[src/core/fpe_regs.svh]
// Register offsets, field positions, reset values for the flash program/erase control
`ifndef FPE_REGS_SVH
`define FPE_REGS_SVH

`define FPE_AXI_AW        8
`define FPE_OFF_CTRL      8'h00
`define FPE_OFF_STATUS    8'h04
`define FPE_OFF_PROTECT   8'h08

`define FPE_BIT_PROG      0
`define FPE_BIT_ERASE     1
`define FPE_BIT_MARGIN    2
`define FPE_BIT_HV        3
`define FPE_BIT_BLK_LO    4
`define FPE_BIT_BLK_HI    5
`define FPE_BIT_DIV       6
`define FPE_BIT_DIV_SPARE 7

`define FPE_CTRL_RESET    8'h00
`define FPE_PROT_EN_BIT   16
`define FPE_ARR_AW        15
`define FPE_ROW_SHIFT     6
`define FPE_PAGE_SHIFT    3
`define FPE_LAST_ROW      9'h1F8

`define FPE_MASK_FULL     15'h7FFF
`define FPE_MASK_HALF     15'h3FFF
`define FPE_MASK_EIGHT    15'h01FF
`define FPE_MASK_ROW      15'h003F

`define FPE_RESP_OKAY     2'h0
`define FPE_RESP_SLVERR   2'h2

`endif

[src/core/fpe_pkg.sv]
// Types and shared decode for the flash program/erase control
package fpe_pkg;
`include "fpe_regs.svh"

    typedef logic [1:0]              fpe_blk_t;
    typedef logic [`FPE_ARR_AW-1:0]  fpe_addr_t;

    // Span of one erase block, as an address mask
    function automatic fpe_addr_t fpe_blk_mask(input fpe_blk_t blk);
        case (blk)
            2'h0:    fpe_blk_mask = `FPE_MASK_FULL;
            2'h1:    fpe_blk_mask = `FPE_MASK_HALF;
            2'h2:    fpe_blk_mask = `FPE_MASK_EIGHT;
            default: fpe_blk_mask = `FPE_MASK_ROW;
        endcase
    endfunction : fpe_blk_mask

endpackage : fpe_pkg

[src/core/fpe_flash_ctrl.sv]
// Flash program/erase control register, interlocks and AXI4-Lite slave
//
// Overview of operation
// - HV set only if program/erase already selected
// - HV drives array and runs pump
// - Margin write ignored while HV is set
// - Setting HV clears margin select
// - Program and erase never both set
// - Block size code selects erase span
// - Latched upper address locates erased block
// - Unprotected array write with erase selected and HV off arms erase of the selected block
// - Divide bit chooses pump clock factor
// - Unused divide bit has no effect
// - Erased reads 0, programmed reads 1
// - Eight-byte pages, 64-byte rows, rows 0-511
// - Program acts on one eight-byte page
// - Select bits choose program, erase, margin
// - Pump clock is VCO divided 2 or 4
// - Protected range clears program/erase select
`timescale 1ns/1ps
`default_nettype none
module fpe_flash_ctrl
    import fpe_pkg::*;
(
    // Clock and reset
    input  wire logic                   aclk,
    input  wire logic                   aresetn,
    // AXI4-Lite write address and data
    input  wire logic [`FPE_AXI_AW-1:0] s_axi_awaddr,
    input  wire logic                   s_axi_awvalid,
    output logic                        s_axi_awready,
    input  wire logic [31:0]            s_axi_wdata,
    input  wire logic [3:0]             s_axi_wstrb,
    input  wire logic                   s_axi_wvalid,
    output logic                        s_axi_wready,
    // AXI4-Lite write response
    output logic [1:0]                  s_axi_bresp,
    output logic                        s_axi_bvalid,
    input  wire logic                   s_axi_bready,
    // AXI4-Lite read
    input  wire logic [`FPE_AXI_AW-1:0] s_axi_araddr,
    input  wire logic                   s_axi_arvalid,
    output logic                        s_axi_arready,
    output logic [31:0]                 s_axi_rdata,
    output logic [1:0]                  s_axi_rresp,
    output logic                        s_axi_rvalid,
    input  wire logic                   s_axi_rready,
    // CPU writes into the array space
    input  wire logic                   arr_wr_valid,
    input  wire fpe_addr_t              arr_wr_addr,
    input  wire logic [7:0]             arr_wr_data,
    // PLL clock
    input  wire logic                   pll_vco_clock,
    // Array and pump side
    output logic                        high_voltage_array,
    output logic                        pump_clk,
    output logic                        program_mode,
    output logic                        erase_mode,
    output logic                        margin_mode,
    output logic                        erase_armed,
    output fpe_addr_t                   erase_base,
    output fpe_addr_t                   erase_mask,
    output logic [11:0]                 prog_page,
    output logic [7:0]                  prog_data,
    output logic                        prog_load
);
    // Control bits
    logic      program_select_r, program_select_nxt;
    logic      erase_select_r, erase_select_nxt;
    logic      margin_select_r, margin_select_nxt;
    logic      high_voltage_enable_r, high_voltage_enable_nxt;
    fpe_blk_t  erase_block_size_r;
    logic      pump_clock_divide_r;
    logic      unused_divide_bit_r;
    logic      protect_en_r;
    logic [8:0] protect_row_r;
    logic      protect_hit_r;
    logic      erase_armed_r;
    logic [11:0] prog_page_r;
    logic [7:0]  prog_data_r;
    logic        prog_load_r;

    // Bus slave state
    logic                   awready_r, wready_r, aw_full_r, w_full_r;
    logic [`FPE_AXI_AW-1:0] awaddr_r;
    logic [31:0]            wdata_r;
    logic                   wstrb0_r;
    logic                   bvalid_r, arready_r, rvalid_r;
    logic [1:0]             bresp_r, rresp_r;
    logic [31:0]            rdata_r;
    logic                   do_write, wr_ctrl, wr_prot;
    logic                   arr_accept, prot_hit, erase_capture;
    fpe_addr_t              blk_end;

    function automatic logic known_offset(input logic [`FPE_AXI_AW-1:0] a);
        known_offset = (a == `FPE_OFF_CTRL) || (a == `FPE_OFF_STATUS)
                    || (a == `FPE_OFF_PROTECT);
    endfunction : known_offset

    // ---------------- AXI4-Lite write ----------------
    always_ff @(posedge aclk) begin
        if (!aresetn) begin
            awready_r <= 1'b0;
            aw_full_r <= 1'b0;
            awaddr_r  <= '0;
        end else if (s_axi_awvalid && awready_r) begin
            awready_r <= 1'b0;
            aw_full_r <= 1'b1;
            awaddr_r  <= s_axi_awaddr;
        end else if (do_write) begin
            aw_full_r <= 1'b0;
        end else if (!aw_full_r && !bvalid_r) begin
            awready_r <= 1'b1;
        end
    end

    always_ff @(posedge aclk) begin
        if (!aresetn) begin
            wready_r <= 1'b0;
            w_full_r <= 1'b0;
            wdata_r  <= '0;
            wstrb0_r <= 1'b0;
        end else if (s_axi_wvalid && wready_r) begin
            wready_r <= 1'b0;
            w_full_r <= 1'b1;
            wdata_r  <= s_axi_wdata;
            wstrb0_r <= s_axi_wstrb[0];
        end else if (do_write) begin
            w_full_r <= 1'b0;
        end else if (!w_full_r && !bvalid_r) begin
            wready_r <= 1'b1;
        end
    end

    assign do_write = aw_full_r && w_full_r && !bvalid_r;
    // Only the lane 0 strobe is checked: a write without lane 0 changes nothing
    assign wr_ctrl  = do_write && wstrb0_r && (awaddr_r == `FPE_OFF_CTRL);
    assign wr_prot  = do_write && wstrb0_r && (awaddr_r == `FPE_OFF_PROTECT);

    always_ff @(posedge aclk) begin
        if (!aresetn) begin
            bvalid_r <= 1'b0;
            bresp_r  <= `FPE_RESP_OKAY;
        end else if (do_write) begin
            bvalid_r <= 1'b1;
            bresp_r  <= known_offset(awaddr_r) ? `FPE_RESP_OKAY : `FPE_RESP_SLVERR;
        end else if (s_axi_bready) begin
            bvalid_r <= 1'b0;
        end
    end

    // ---------------- AXI4-Lite read ----------------
    always_ff @(posedge aclk) begin
        if (!aresetn) begin
            arready_r <= 1'b0;
            rvalid_r  <= 1'b0;
            rdata_r   <= '0;
            rresp_r   <= `FPE_RESP_OKAY;
        end else if (s_axi_arvalid && arready_r) begin
            arready_r <= 1'b0;
            rvalid_r  <= 1'b1;
            rresp_r   <= known_offset(s_axi_araddr) ? `FPE_RESP_OKAY : `FPE_RESP_SLVERR;
            case (s_axi_araddr)
                `FPE_OFF_CTRL:    rdata_r <= {24'h000000, unused_divide_bit_r,
                                              pump_clock_divide_r, erase_block_size_r,
                                              high_voltage_enable_r, margin_select_r,
                                              erase_select_r, program_select_r};
                `FPE_OFF_STATUS:  rdata_r <= {15'h0000, protect_hit_r, erase_armed_r,
                                              erase_base};
                `FPE_OFF_PROTECT: rdata_r <= {15'h0000, protect_en_r, 7'h00,
                                              protect_row_r};
                default:          rdata_r <= 32'h00000000;
            endcase
        end else if (rvalid_r) begin
            if (s_axi_rready) begin
                rvalid_r <= 1'b0;
            end
        end else begin
            arready_r <= 1'b1;
        end
    end

    // ---------------- Array access and protection ----------------
    // Address is taken only while a mode is chosen and before HV comes on
    assign arr_accept    = arr_wr_valid && (program_select_r || erase_select_r)
                        && !high_voltage_enable_r;
    assign blk_end       = program_select_r ? (arr_wr_addr | 15'h0007)
                                            : (arr_wr_addr | fpe_blk_mask(erase_block_size_r));
    // Protected area runs from the chosen row to the top of the array
    assign prot_hit      = arr_accept && protect_en_r
                        && (blk_end[14:6] >= protect_row_r);
    assign erase_capture = arr_accept && erase_select_r && !prot_hit;

    // ---------------- Control register next state ----------------
    always_comb begin
        program_select_nxt      = program_select_r;
        erase_select_nxt        = erase_select_r;
        margin_select_nxt       = margin_select_r;
        high_voltage_enable_nxt = high_voltage_enable_r;
        if (wr_ctrl) begin
            if (wdata_r[`FPE_BIT_PROG] && wdata_r[`FPE_BIT_ERASE]) begin
                // Both requested: the current selection stands
                program_select_nxt = program_select_r;
                erase_select_nxt   = erase_select_r;
            end else begin
                program_select_nxt = wdata_r[`FPE_BIT_PROG];
                erase_select_nxt   = wdata_r[`FPE_BIT_ERASE];
            end
            high_voltage_enable_nxt = wdata_r[`FPE_BIT_HV]
                                   && (program_select_r || erase_select_r);
            margin_select_nxt = wdata_r[`FPE_BIT_MARGIN] && !high_voltage_enable_r;
        end
        if (prot_hit) begin
            program_select_nxt = 1'b0;
            erase_select_nxt   = 1'b0;
        end
        // HV with no operation left would stress the array for nothing
        if (!program_select_nxt && !erase_select_nxt) begin
            high_voltage_enable_nxt = 1'b0;
        end
        if (high_voltage_enable_nxt) begin
            margin_select_nxt = 1'b0;
        end
    end

    always_ff @(posedge aclk) begin
        if (!aresetn) begin
            program_select_r      <= 1'b0;
            erase_select_r        <= 1'b0;
            margin_select_r       <= 1'b0;
            high_voltage_enable_r <= 1'b0;
            erase_block_size_r    <= '0;
            pump_clock_divide_r   <= 1'b0;
            unused_divide_bit_r   <= 1'b0;
        end else begin
            program_select_r      <= program_select_nxt;
            erase_select_r        <= erase_select_nxt;
            margin_select_r       <= margin_select_nxt;
            high_voltage_enable_r <= high_voltage_enable_nxt;
            if (wr_ctrl) begin
                erase_block_size_r  <= {wdata_r[`FPE_BIT_BLK_HI], wdata_r[`FPE_BIT_BLK_LO]};
                pump_clock_divide_r <= wdata_r[`FPE_BIT_DIV];
                // Stored for read-back only, steers nothing
                unused_divide_bit_r <= wdata_r[`FPE_BIT_DIV_SPARE];
            end
        end
    end

    always_ff @(posedge aclk) begin
        if (!aresetn) begin
            protect_en_r  <= 1'b0;
            protect_row_r <= `FPE_LAST_ROW;
        end else if (wr_prot) begin
            protect_en_r  <= wdata_r[`FPE_PROT_EN_BIT];
            protect_row_r <= wdata_r[8:0];
        end
    end

    always_ff @(posedge aclk) begin
        if (!aresetn) begin
            protect_hit_r <= 1'b0;
        end else if (prot_hit) begin
            protect_hit_r <= 1'b1;
        end else if (wr_ctrl) begin
            protect_hit_r <= 1'b0;
        end
    end

    always_ff @(posedge aclk) begin
        if (!aresetn) begin
            erase_armed_r <= 1'b0;
        end else if (!erase_select_nxt) begin
            erase_armed_r <= 1'b0;
        end else if (erase_capture) begin
            erase_armed_r <= 1'b1;
        end
    end

    // Program data: a 1 bit programs the cell, an erased cell stays 0
    always_ff @(posedge aclk) begin
        if (!aresetn) begin
            prog_page_r <= '0;
            prog_data_r <= '0;
            prog_load_r <= 1'b0;
        end else begin
            prog_load_r <= arr_accept && program_select_r && !prot_hit;
            if (arr_accept && program_select_r && !prot_hit) begin
                prog_page_r <= arr_wr_addr[14:3];
                prog_data_r <= arr_wr_data;
            end
        end
    end

    fpe_blk_latch u_blk_latch (
        .aclk    (aclk),
        .aresetn (aresetn),
        .capture (erase_capture),
        .addr    (arr_wr_addr),
        .blk     (erase_block_size_r),
        .base    (erase_base),
        .mask    (erase_mask)
    );

    fpe_pump_div u_pump_div (
        .aclk              (aclk),
        .aresetn           (aresetn),
        .pll_vco_clock     (pll_vco_clock),
        .run               (high_voltage_enable_r),
        .pump_clock_divide (pump_clock_divide_r),
        .pump_clk          (pump_clk)
    );

    assign s_axi_awready      = awready_r;
    assign s_axi_wready       = wready_r;
    assign s_axi_bvalid       = bvalid_r;
    assign s_axi_bresp        = bresp_r;
    assign s_axi_arready      = arready_r;
    assign s_axi_rvalid       = rvalid_r;
    assign s_axi_rdata        = rdata_r;
    assign s_axi_rresp        = rresp_r;
    assign high_voltage_array = high_voltage_enable_r;
    assign program_mode       = program_select_r;
    assign erase_mode         = erase_select_r;
    assign margin_mode        = margin_select_r;
    assign erase_armed        = erase_armed_r;
    assign prog_page          = prog_page_r;
    assign prog_data          = prog_data_r;
    assign prog_load          = prog_load_r;

    // ---------------- Checks ----------------
    hv_needs_op_a: assert property (@(posedge aclk) disable iff (!aresetn)
        $rose(high_voltage_enable_r) |-> $past(program_select_r || erase_select_r))
        else $error("high voltage set with no operation selected");

    margin_refused_a: assert property (@(posedge aclk) disable iff (!aresetn)
        (wr_ctrl && high_voltage_enable_r) |=> !margin_select_r)
        else $error("margin set while high voltage on");

    margin_cleared_a: assert property (@(posedge aclk) disable iff (!aresetn)
        high_voltage_enable_r |-> !margin_select_r)
        else $error("margin and high voltage both set");

    op_interlock_a: assert property (@(posedge aclk) disable iff (!aresetn)
        !(program_select_r && erase_select_r))
        else $error("program and erase both selected");

    protect_clear_a: assert property (@(posedge aclk) disable iff (!aresetn)
        prot_hit |=> !program_select_r && !erase_select_r && !high_voltage_enable_r
                     && protect_hit_r)
        else $error("protected access kept operation selected");

    erase_arm_a: assert property (@(posedge aclk) disable iff (!aresetn)
        (erase_capture && !wr_ctrl) |=> erase_armed_r ##1 (erase_armed_r || !erase_select_r))
        else $error("array write did not arm erase");

    reset_clear_a: assert property (@(posedge aclk)
        !aresetn |=> !program_select_r && !erase_select_r && !margin_select_r
                     && !high_voltage_enable_r && erase_block_size_r == 2'h0)
        else $error("control bits not cleared by reset");

    write_resp_a: assert property (@(posedge aclk) disable iff (!aresetn)
        (wr_ctrl && !wdata_r[`FPE_BIT_ERASE] && !prot_hit)
            |=> program_select_r == $past(wdata_r[`FPE_BIT_PROG]) && bvalid_r)
        else $error("program select not written");

endmodule : fpe_flash_ctrl
`default_nettype wire

[src/core/fpe_pump_div.sv]
// Charge-pump clock divider fed by the sampled PLL VCO clock
`timescale 1ns/1ps
`default_nettype none
module fpe_pump_div
    import fpe_pkg::*;
(
    // Clock and reset
    input  wire logic aclk,
    input  wire logic aresetn,
    // Control
    input  wire logic pll_vco_clock,
    input  wire logic run,
    input  wire logic pump_clock_divide,
    // Pump clock
    output logic      pump_clk
);
    logic vco_s1_r;
    logic vco_s2_r;
    logic vco_s3_r;
    logic half_r;
    logic pump_r;
    logic vco_rise;

    // VCO runs slower than aclk; two flops before any logic reads it
    always_ff @(posedge aclk) begin
        if (!aresetn) begin
            vco_s1_r <= 1'b0;
            vco_s2_r <= 1'b0;
            vco_s3_r <= 1'b0;
        end else begin
            vco_s1_r <= pll_vco_clock;
            vco_s2_r <= vco_s1_r;
            vco_s3_r <= vco_s2_r;
        end
    end

    assign vco_rise = vco_s2_r && !vco_s3_r;

    always_ff @(posedge aclk) begin
        if (!aresetn || !run) begin
            half_r <= 1'b0;
            pump_r <= 1'b0;
        end else if (vco_rise) begin
            half_r <= ~half_r;
            if (!pump_clock_divide || half_r) begin
                pump_r <= ~pump_r;
            end
        end
    end

    assign pump_clk = pump_r;

    property div2_p;
        @(posedge aclk) disable iff (!aresetn)
        (run && $past(run) && vco_rise && !pump_clock_divide) |=> (pump_r != $past(pump_r));
    endproperty
    div_by_two_a: assert property (div2_p) else $error("pump not toggled in divide by 2");

    property stop_p;
        @(posedge aclk) disable iff (!aresetn)
        !run |=> !pump_r;
    endproperty
    pump_stopped_a: assert property (stop_p) else $error("pump runs without high voltage");

endmodule : fpe_pump_div
`default_nettype wire

[src/core/fpe_blk_latch.sv]
// Latches the target address of an erase and decodes the block it selects
`timescale 1ns/1ps
`default_nettype none
module fpe_blk_latch
    import fpe_pkg::*;
(
    // Clock and reset
    input  wire logic      aclk,
    input  wire logic      aresetn,
    // Capture
    input  wire logic      capture,
    input  wire fpe_addr_t addr,
    input  wire fpe_blk_t  blk,
    // Selected block
    output fpe_addr_t      base,
    output fpe_addr_t      mask
);
    fpe_addr_t base_r;
    fpe_addr_t mask_r;

    always_ff @(posedge aclk) begin
        if (!aresetn) begin
            base_r <= '0;
            mask_r <= '0;
        end else if (capture) begin
            mask_r <= fpe_blk_mask(blk);
            base_r <= addr & ~fpe_blk_mask(blk);
        end
    end

    assign base = base_r;
    assign mask = mask_r;

    property base_p;
        @(posedge aclk) disable iff (!aresetn)
        capture |=> (base_r == ($past(addr) & ~mask_r)) && ((base_r & mask_r) == '0);
    endproperty
    base_latched_a: assert property (base_p) else $error("erase base not latched");

    property row_p;
        @(posedge aclk) disable iff (!aresetn)
        (capture && blk == 2'h3) |=> (mask_r == 15'h003F);
    endproperty
    row_mask_a: assert property (row_p) else $error("single row mask wrong");

endmodule : fpe_blk_latch
`default_nettype wire

[config.mk]
export PLATFORM = sky130hd
export DESIGN_NAME = fpe_flash_ctrl
export DESIGN_NICKNAME = d
export VERILOG_FILES = /design/src/core/fpe_pkg.sv /design/src/core/fpe_flash_ctrl.sv /design/src/core/fpe_pump_div.sv /design/src/core/fpe_blk_latch.sv
export VERILOG_INCLUDE_DIRS = /design/src /design/src/core
export SDC_FILE = /design/constraint.sdc
export NUM_CORES = 1
export LEC_CHECK = 0
export BUFFER_PORTS_ARGS = -buffer_cell sky130_fd_sc_hd__buf_4
export CAP_MARGIN = 10
export CORE_ASPECT_RATIO = 0.75
export CORE_MARGIN = 1.5
export CORE_UTILIZATION = 49
export CTS_CLUSTER_DIAMETER = 150
export DETAILED_ROUTE_END_ITERATION = 7
export PLACE_DENSITY_LB_ADDON = 0.2
export SYNTH_ARGS = -nofsm -noshare
export SYNTH_HDL_FRONTEND = slang
export SYNTH_SLANG_ARGS = --single-unit
[constraint.sdc]
create_clock -name aclk -period 2.8 [get_ports aclk]
set_clock_uncertainty 0.1 [all_clocks]
set_input_delay 0.28 -clock aclk [delete_from_list [all_inputs] [get_ports aclk]]
set_output_delay 0.28 -clock aclk [all_outputs]
set_load 0.02 [all_outputs]
After elaboration in Yosys (flattened, before gate mapping):

Cells that the tools add are included.
W data, S select, Z words.

* bits in registers: 145
* input bits: 84
* output and inout port bits: 98
* word-level logic and storage cells: 128

* order comparisons: 1
* equal/unequal tests: 6
* mux-type cells: 25
* bitwise gates (word level): 7
* reductions and logical operators: 55

Operators by type and width (count)
* $pmux W17 S3: 1
* $mux W15: 3
* $pmux W15 S3: 1
* $logic_and A1 B1 Y1: 23
* $mux W1: 18
* $eq A8 B3 Y1 const B: 2
* $eq A8 B4 Y1 const B: 2
* $logic_not A8 Y1: 2
* $and A15 B15 Y15: 1
* $not A15 Y15: 1
* $or A15 B15 Y15: 1
* $logic_not A1 Y1: 10
* $ge A9 B9 Y1: 1
* $reduce_and A2 Y1: 4
* $reduce_bool A2 Y1: 4
* $reduce_or A2 Y1: 4
* $logic_or A1 B1 Y1: 7
* $mux W2: 2
* $not A1 Y1: 4
* $eq A2 B1 Y1 const B: 1
* $eq A2 B2 Y1 const B: 1
* $logic_not A2 Y1: 1

Longest topological paths before layout:

Gate-level depths: netlist (run 1).

* word-level depth: 12
* gate-level depth with buffers: 10
* gate-level depth less buffers: 8

Cells and area by module:

A second synthesis (run 1) with hierarchy kept.

* cells, all modules: 529
* area, all modules: 4663.2 um2

Modules (own cells, without submodules)
* fpe_flash_ctrl: instances 1, cells each 441, area an instance 3881.2 um2, seq. area each 1721.7 um2
* fpe_blk_latch: instances 1, cells each 72, area an instance 618.1 um2, seq. area each 260.2 um2
* fpe_pump_div: instances 1, cells each 16, area an instance 163.9 um2, seq. area each 100.1 um2

Worst setup path after synthesis (run 1):

OpenSTA, ideal clock, no wires.

* path kind: flip-flop to flip-flop
* start: register program_select_r (netlist: program_mode)
* end: register prog_data_r[1] (netlist: prog_data[1])
* setup time: 0.072 ns
* data arrival time: 2.277 ns
* required time: 2.628 ns
* setup slack: 0.351 ns
* cell stages (with the launch flop): 11
* path buffers: 2
* clock period less this slack: 2.449 ns
* cells stage by stage: dfxtp_1 > buf_2 > nor2_1 > or2_2 > ha_1 > a21oi_1 > o21a_1 > nand3_1 > o21ai_1 > buf_4 > mux2i_1

* longest elaborated chain between the ends: 7
* elaborated cells between the ends (all ways): 10
* classes of those cells: 1 x order compare; 1 x mux; 8 x reduce/logical

Ends and longest elaborated chain
* start, declared: line fpe_flash_ctrl.sv:68 `logic program_select_r, program_select_nxt;`
* start signal, assigned: line fpe_flash_ctrl.sv:236 `program_select_r <= program_select_nxt;`
* parallel branches: the longest is 6 deep, another holds $ge A9 B9 Y1
* $logic_and A1 B1 Y1 (*): line fpe_flash_ctrl.sv:287 `if (arr_accept && program_select_r && !prot_hit) begin`
* end signal, assigned: line fpe_flash_ctrl.sv:289 `prog_data_r <= arr_wr_data;`
* end, declared: line fpe_flash_ctrl.sv:80 `logic [7:0] prog_data_r;`

Every way passes the cells marked *.
A chain may end at the register's enable or synchronous reset.

Worst setup path in the final report (run 1):

* start: register program_select_r (netlist: program_mode)
* end: register u_blk_latch.mask_r[8] (netlist: u_blk_latch.mask[8])

* longest elaborated chain between the ends: 7
* elaborated cells between the ends (all ways): 10
* classes of those cells: 1 x order compare; 1 x mux; 8 x reduce/logical

Ends and longest elaborated chain
* parallel branches: the longest is 6 deep, another holds $ge A9 B9 Y1
* $logic_and A1 B1 Y1 (*): line fpe_flash_ctrl.sv:192 `assign erase_capture = arr_accept && erase_select_r && !prot_hit;`
* end signal, assigned: line fpe_blk_latch.sv:26 `mask_r <= fpe_blk_mask(blk);`
* end, declared: line fpe_blk_latch.sv:19 `fpe_addr_t mask_r;`

Marks and branches as above.

==> metrics.cfg, run 1 <==
[drt]
drc = 0
via_per_inst = 5.04
drt-total-wl_um = 10800
dr.pass1.iters = 4
final_antenna_net_count = 0
wl_per_cell_um = 14.1
vias = 3884
drt_iter0_drc = 237

[synth]
syn-instance-count = 532
synth_warnings = 0
synth-seq-cells = 104
ys_types = 47
synth_area_um2 = 4750
synth_area_per_cell_um2 = 8.93
ys_async_sr_fraction_pct = 0
synthTopCellsByArea = dfxtp_1 44%, mux2i_1 9.1%, nand2_1 8.8%
synthFlopType = dfxtp_1
synth_most_common_cell = nand2_1
yosys.area.top_type_share_pct = 43.8
yosysSeqAreaShare_pct = 43.8
synth_common_cells = 111 x nand2_1, 104 x dfxtp_1, 43 x mux2i_1
synth_top_area_cell = dfxtp_1
synth-edff-count = 0

[cts]
hold_buffers = 0
cts_resized = 0
tritoncts = yes
clock-sinks = 104
htree_levels = 3
clkTransAtPathRegs_ns = 0.07
clockBufferDepth = 2
postCtsSetupRepairBufs = 0
clk_latency_ns = 0.35
cts-root-buf = clkbuf_16
numCtsBuffers = 9

[critical_path]
crit_buf_inv = 0
crit_chain = nor2_1 > or2_2 > ha_1 > a21oi_1 > o21a_1 > nand3_1 > o21ai_0 > mux2i_1
cp.arrival_ns = 2.70
worstPathRequired_ns = 2.98
cp_max_fo = 6
cpLargestDelayFamily = compound AO/OA/AOI/OAI gates
critPathMaxStageDelay_ns = 0.48
critPathSlowestCell = o21ai_0
worstSetupPathType = reg -> reg
critPathLaunchType = register
crit_path_end_kind = register

[place]
placed_cells = 755
port_buffers = 130
gp_congestion = 0.888
place_worst_setup_slack_ns = 0.239
hpwlAfterDp_um = 8160

[grt]
grt_max_degree = 53
grt_util_all_layers_pct = 21.3
grt_pass1_wl_um = 16900
grt_pass1_vias = 3586
overflow = 0
antenna_found_initial = 0

[layout]
finalNonFillerCells = 771
num_antenna_cells = 0
fillerInstances = 826
layout-drive-gt1-share_pct = 26.9
syn_to_final_growth_pct = 25.6
nNetsFinal = 731

[sta]
relSlewSlack_pct = 63.0
setup_ws_ns = 0.279
setup_viol = 0
whs_ns = 0.0363
min_period_ns = 2.52
worstMarginPinSlew_ns = 0.549
rsz0062_at_grt = false
tns_ns = 0
max_freq_mhz = 397
finalCritPeriodShare_pct = 90.0
finalMaxSlewViolations = 0
hold_viol = 0

[flow_run]
maxCapViolations = 0

[power_and_ir_drop]
leakagePower_uw = 0.00262
p_per_area_nw_per_um2 = 532
power_uw = 3170
ir_worst_vdd_uv = 349

[floorplan]
rows = 30
fp.dieArea_um2 = 10300
start_util_pct = 51.4
die_w_um = 117
io_pins = 182
dieHeight_um = 88.3
core_area_um2 = 9230

[worst_hold_path]
hold_path_class = in -> reg

[run_status]
status = finished, final reports clean

[final timing paths]
check                                    startpoint             endpoint  slack (ns)  depth (start not counted)
worst max-delay path                   program_mode  u_blk_latch.mask[8]        0.28                          8
worst min-delay path                  pll_vco_clock  u_pump_div.vco_s1_r        0.04                          2
worst max register to register         program_mode  u_blk_latch.mask[8]        0.28                          8
worst min register to register  u_pump_div.vco_s1_r  u_pump_div.vco_s2_r        0.34                          1
[kinds of logic (layout without fill, tap and decap cells)]
family / Yosys count / in the layout / share of synthesized area, %
other: 1 / 23 / 0.0790
AO/OA/AOI/OAI: 101 / 101 / 14.4
buffers and inverters: 80 / 169 / 9.85
XOR/XNOR: 2 / 2 / 0.369
multiplexers: 43 / 43 / 9.06
flip-flops: 104 / 104 / 43.8
AND/OR/NAND/NOR: 192 / 192 / 20.1
adder cells (fa/ha/maj): 9 / 9 / 2.37
[per-layer routing]
layer	track usage (%)	vias up	share of wire (%)
met1	28.1	1804	46
met2	33.9	115	45
met5	0	-	0
met3	6.71	10	7.5
li1	-	1955	-
met4	6.35	0	1.3
[placed cells by master, fill, tap and decap left out, types with 3 or more instances in the layout]
| cell | netlist | layout |
|---|---|---|
| buf_4 | 37 | 136 |
| nand2_1 | 111 | 111 |
| dfxtp_1 | 104 | 104 |
| mux2i_1 | 43 | 43 |
| o21ai_0 | 35 | 35 |
| a21boi_0 | 26 | 26 |
| conb_1 | 1 | 23 |
| nand3_1 | 17 | 17 |
| inv_1 | 16 | 16 |
| a22o_1 | 13 | 13 |
| a21oi_1 | 11 | 11 |
| nor2b_1 | 11 | 11 |
| nor2_1 | 10 | 10 |
| or2_2 | 9 | 9 |
| ha_1 | 9 | 9 |
| clkbuf_16 | 0 | 9 |
| and2_1 | 8 | 8 |
| o21a_1 | 8 | 7 |
| nand4_1 | 5 | 5 |
| nor3_1 | 4 | 4 |
| nor4b_1 | 3 | 3 |
| bufinv_16 | 0 | 3 |
[cell type report]
class / instances / area, um^2 / area share, %
clock buffer: 10 / 229 / 3.84
clock inverter: 6 / 108 / 1.80
inverter: 16 / 60.1 / 1.01
multi-input combinational: 370 / 2290 / 38.3
sequential: 104 / 2080 / 34.9
tap: 128 / 160 / 2.68
timing repair buffer: 137 / 1040 / 17.4
[through the flow]
stage	util (%)	cell area, um^2
floorplan	-	4830
global placement	61.0	5630
detailed placement	61.0	5630
CTS	64.6	5970
global route	64.6	5970
finish	64.6	5970
[sequential cells by signal, summed over array words and instances (netlist names), 2 cells and up]
| name | cells |
|---|---|
| awaddr_r | 8 |
| erase_block_size_r | 2 |
| prog_data | 8 |
| prog_page | 12 |
| protect_row_r | 9 |
| s_axi_rdata | 17 |
| u_blk_latch.base | 9 |
| u_blk_latch.mask | 4 |
| wdata_r | 10 |
[power by group]
| group | internal (uW) | switching, uW |
|---|---|---|
| Sequential | 1500 | 24.5 |
| Clock | 870 | 538 |
| Combinational | 101 | 136 |
| Total | 2480 | 699 |
No activity file was read; power rests on OpenSTA's default activity.
==> run 2: changes to the inputs <==
Settings changed: CAP_MARGIN 10 to 20, SYNTH_HIERARCHICAL from default to 1.
Clock period 2.8 ns to 2.4 ns, I/O delays scaled along.
==> run 2 against run 1 <==
The flow now finishes with violations (negative setup slack). Global-route usage is 0.74 points higher. Final area is 5.6% higher. Maximum frequency is 0.96% lower. Sequential share of layout area is 1.7 points lower. Non-clock buffer count is 21 higher. Largest power group unchanged.
==> metrics.cfg, run 2 <==
[critical_path]
cp_max_fo = 5  ; -1
crit_chain = nor2_4 > or2_4 > ha_4 > and3_4 > and3_4 > a221o_2 > buf_6 > nor3_4 > buf_6 > clkbuf_16 > mux2i_1
cp.arrival_ns = 2.72  ; +0.02 ns
worstSetupPathType = reg -> reg
crit_path_end_kind = register
critPathMaxStageDelay_ns = 0.39  ; -0.09 ns
critPathLaunchType = register
worstPathRequired_ns = 2.57  ; -0.41 ns
critPathSlowestCell = dfxtp_4

[place]
placed_cell_area_um2 = 5740  ; +1.9%
hpwlAfterDp_um = 8220  ; +0.79%
port_buffers = 130  ; unchanged
gp_congestion = 0.913  ; +2.7%
placed_cells = 767  ; +1.6%

[synth]
yosys.area.top_type_share_pct = 44.6  ; +0.81 points
synthTopCellsByArea = dfxtp_1 45%, nand2_1 7.7%, mux2i_1 6.9%
synth_top_area_cell = dfxtp_1
synth_top_family_by_area = simple AND/OR/NAND/NOR gates
synth_common_cells = 104 x dfxtp_1, 96 x nand2_1, 47 x a21oi_1
synth_area_per_cell_um2 = 8.82  ; -1.3%
synth_area_um2 = 4660  ; -1.8%
synth_warnings = 6  ; +6
synth-edff-count = 0  ; unchanged
synth-xor-area-share_pct = 0.188  ; -0.18 points
synth-seq-cells = 104  ; unchanged
ys_types = 53  ; +13%
synth_adder_area_share_pct = 2.41  ; +0.044 points
synthMuxAreaShare_pct = 6.87  ; -2.2 points
synth_most_common_cell = dfxtp_1
synth-compound-area-share_pct = 15.1  ; +0.70 points
synth-simple-area-share_pct = 21.1  ; +1.1 points
ys_async_sr_fraction_pct = 0  ; unchanged
synthFlopType = dfxtp_1
yosysSeqAreaShare_pct = 44.6  ; +0.81 points
syn-instance-count = 529  ; -0.56%

[grt]
grt_pass1_wl_um = 17400  ; +2.8%
grt_util_all_layers_pct = 22.1  ; +0.74 points
antenna_found_initial = 0  ; unchanged
grt_pass1_vias = 3569  ; -0.47%
grt_max_degree = 41  ; -23%
overflow = 0  ; unchanged

[cts]
tritoncts = yes
cts-root-buf = clkbuf_16
clkTransAtPathRegs_ns = 0.07  ; about the same
clockBufferDepth = 2  ; unchanged
clk_latency_ns = 0.34  ; about the same
hold_buffers = 0  ; unchanged
numCtsBuffers = 9  ; unchanged
clock-sinks = 104  ; unchanged
htree_levels = 3  ; unchanged

[sta]
relSlewSlack_pct = 59.0  ; -4.0 points
rsz0062_at_grt = true
whs_ns = 0.0145  ; -0.0218 ns
worstMarginPinSlew_ns = 0.612  ; +0.0632 ns
setup_viol = 37  ; +37
finalCritPeriodShare_pct = 106  ; +16 points
setup_ws_ns = -0.145  ; -0.425 ns
max_freq_mhz = 393  ; -0.96%
min_period_ns = 2.55  ; +0.0245 ns
hold_viol = 0  ; unchanged
tns_ns = -3.16  ; -3.16 ns
finalMaxSlewViolations = 0  ; unchanged

[drt]
final_antenna_net_count = 0  ; unchanged
drt_iter0_drc = 235  ; -0.84%
wl_met2_um = 5270  ; +7.9%
drt-total-wl_um = 11500  ; +5.7%
via_per_inst = 5.06  ; +0.53%
met1_length_um = 5280  ; +5.6%
dr.pass1.iters = 4  ; unchanged
wl_per_cell_um = 14.5  ; +3.0%
top_layer_used = met4
vias = 4006  ; +3.1%
drc = 0  ; unchanged
wl_met3_um = 806  ; -1.5%

[layout]
nNetsFinal = 751  ; +2.7%
layout_commonest_cell = buf_4
layout-drive-gt1-share_pct = 32.7  ; +5.8 points
final_cell_mix = 150 x buf_4, 101 x dfxtp_1, 96 x nand2_1, 43 x a21oi_1, 32 x mux2i_1
num_antenna_cells = 0  ; unchanged
fin_area_um2 = 6300  ; +5.6%
largest_register_ffs = 17  ; unchanged
syn_to_final_growth_pct = 35.1
finalNonFillerCells = 791  ; +2.6%

[floorplan]
start_util_pct = 50.9  ; -0.52 points
io_pins = 182  ; unchanged
dieHeight_um = 87.5  ; -0.88%
fp.dieArea_um2 = 10100  ; -1.8%
die_w_um = 116  ; -0.89%
core_area_um2 = 9160  ; -0.81%
rows = 30  ; unchanged

[power_and_ir_drop]
leakagePower_uw = 0.00271  ; +3.4%
p_per_area_nw_per_um2 = 611  ; +15%
ir_worst_vdd_uv = 406  ; +16%

[run_status]
status = complete, but fails checks
failed_checks = negative setup slack

[worst_hold_path]
hold_path_class = in -> reg

[flow_run]
maxCapViolations = 0  ; unchanged

-- run 2: cell count changes after synthesis, moves of 6 or more --
cell and delta:
o21ai_0 -12, a21oi_1 +36, nand2_1 -15, nand2b_1 +10, a21boi_0 -26, o21a_1 -6
mux2i_1 -11, nor2_1 +13
-- run 2: critical path: cells and delay by family, from the launching register on --
kind                       cells  cell delay [ns]
AOI/OAI and AO/OA              1             0.39
adders and majority gates      1             0.21
buffers and inverters          3             0.45
DFF                            1             0.39
muxes                          1             0.18
and+or+nand+nor                5             0.74
-- run 2: final cells by class --
cell class | instances | area, um^2
fillers | 749 | 2860
multi-input cells | 367 | 2350
flip-flops and latches | 104 | 2090
repair buffers | 158 | 1260
clock buffers | 10 | 239
well taps | 128 | 160
clock inverters | 6 | 130
inverters | 18 | 67.6
-- run 2: logic make-up after synthesis --
family | after synthesis
xor+xnor | 1
compound gates | 109
simple gates | 193
flops | 104
buf+inv | 79
fa+ha+maj | 9
other cells | 2
mux | 32
-- run 2: metrics by stage --
step	util (%)	worst slack, ns	power [uW]
3_3_place_gp	62.6	-0.119	2100
4_1_cts	67.1	-0.0836	3880
3_5_place_dp	62.6	-0.210	2110
6_report	68.8	-0.145	3850
5_1_grt	68.8	-0.210	3990
2_1_floorplan	-	-0.140	2010
-- run 2: path summary, 6_finish.rpt --
check / slack [ns] / from / cells past startpoint / to
worst max register to register: -0.15 / program_mode / 11 / prog_page[4]
worst min register to register: 0.34 / u_pump_div/vco_s1_r / 1 / u_pump_div/vco_s2_r
worst max-delay path: -0.15 / program_mode / 11 / prog_page[4]
worst min-delay path: 0.01 / pll_vco_clock / 2 / u_pump_div/vco_s1_r
-- run 2: where the power goes --
part,internal (uW),switching [uW]
Clock,1150,631
Sequential,1750,29.9
Combinational,120,168
Total,3020,829
-- run 2: what timing repair did --
action,in CTS,in global routing
buffers inserted,2,3
cloned,0,3
pin swaps,4,3
setup endpoints to repair,39,39
resized for setup,8,10
-- run 2: layer usage --
metal | GRT usage, % | vias up
met5 | 0 | -
met4 | 5.43 | 0
met3 | 6.40 | 9
met2 | 35.4 | 134
met1 | 29.4 | 1855
li1 | - | 2008
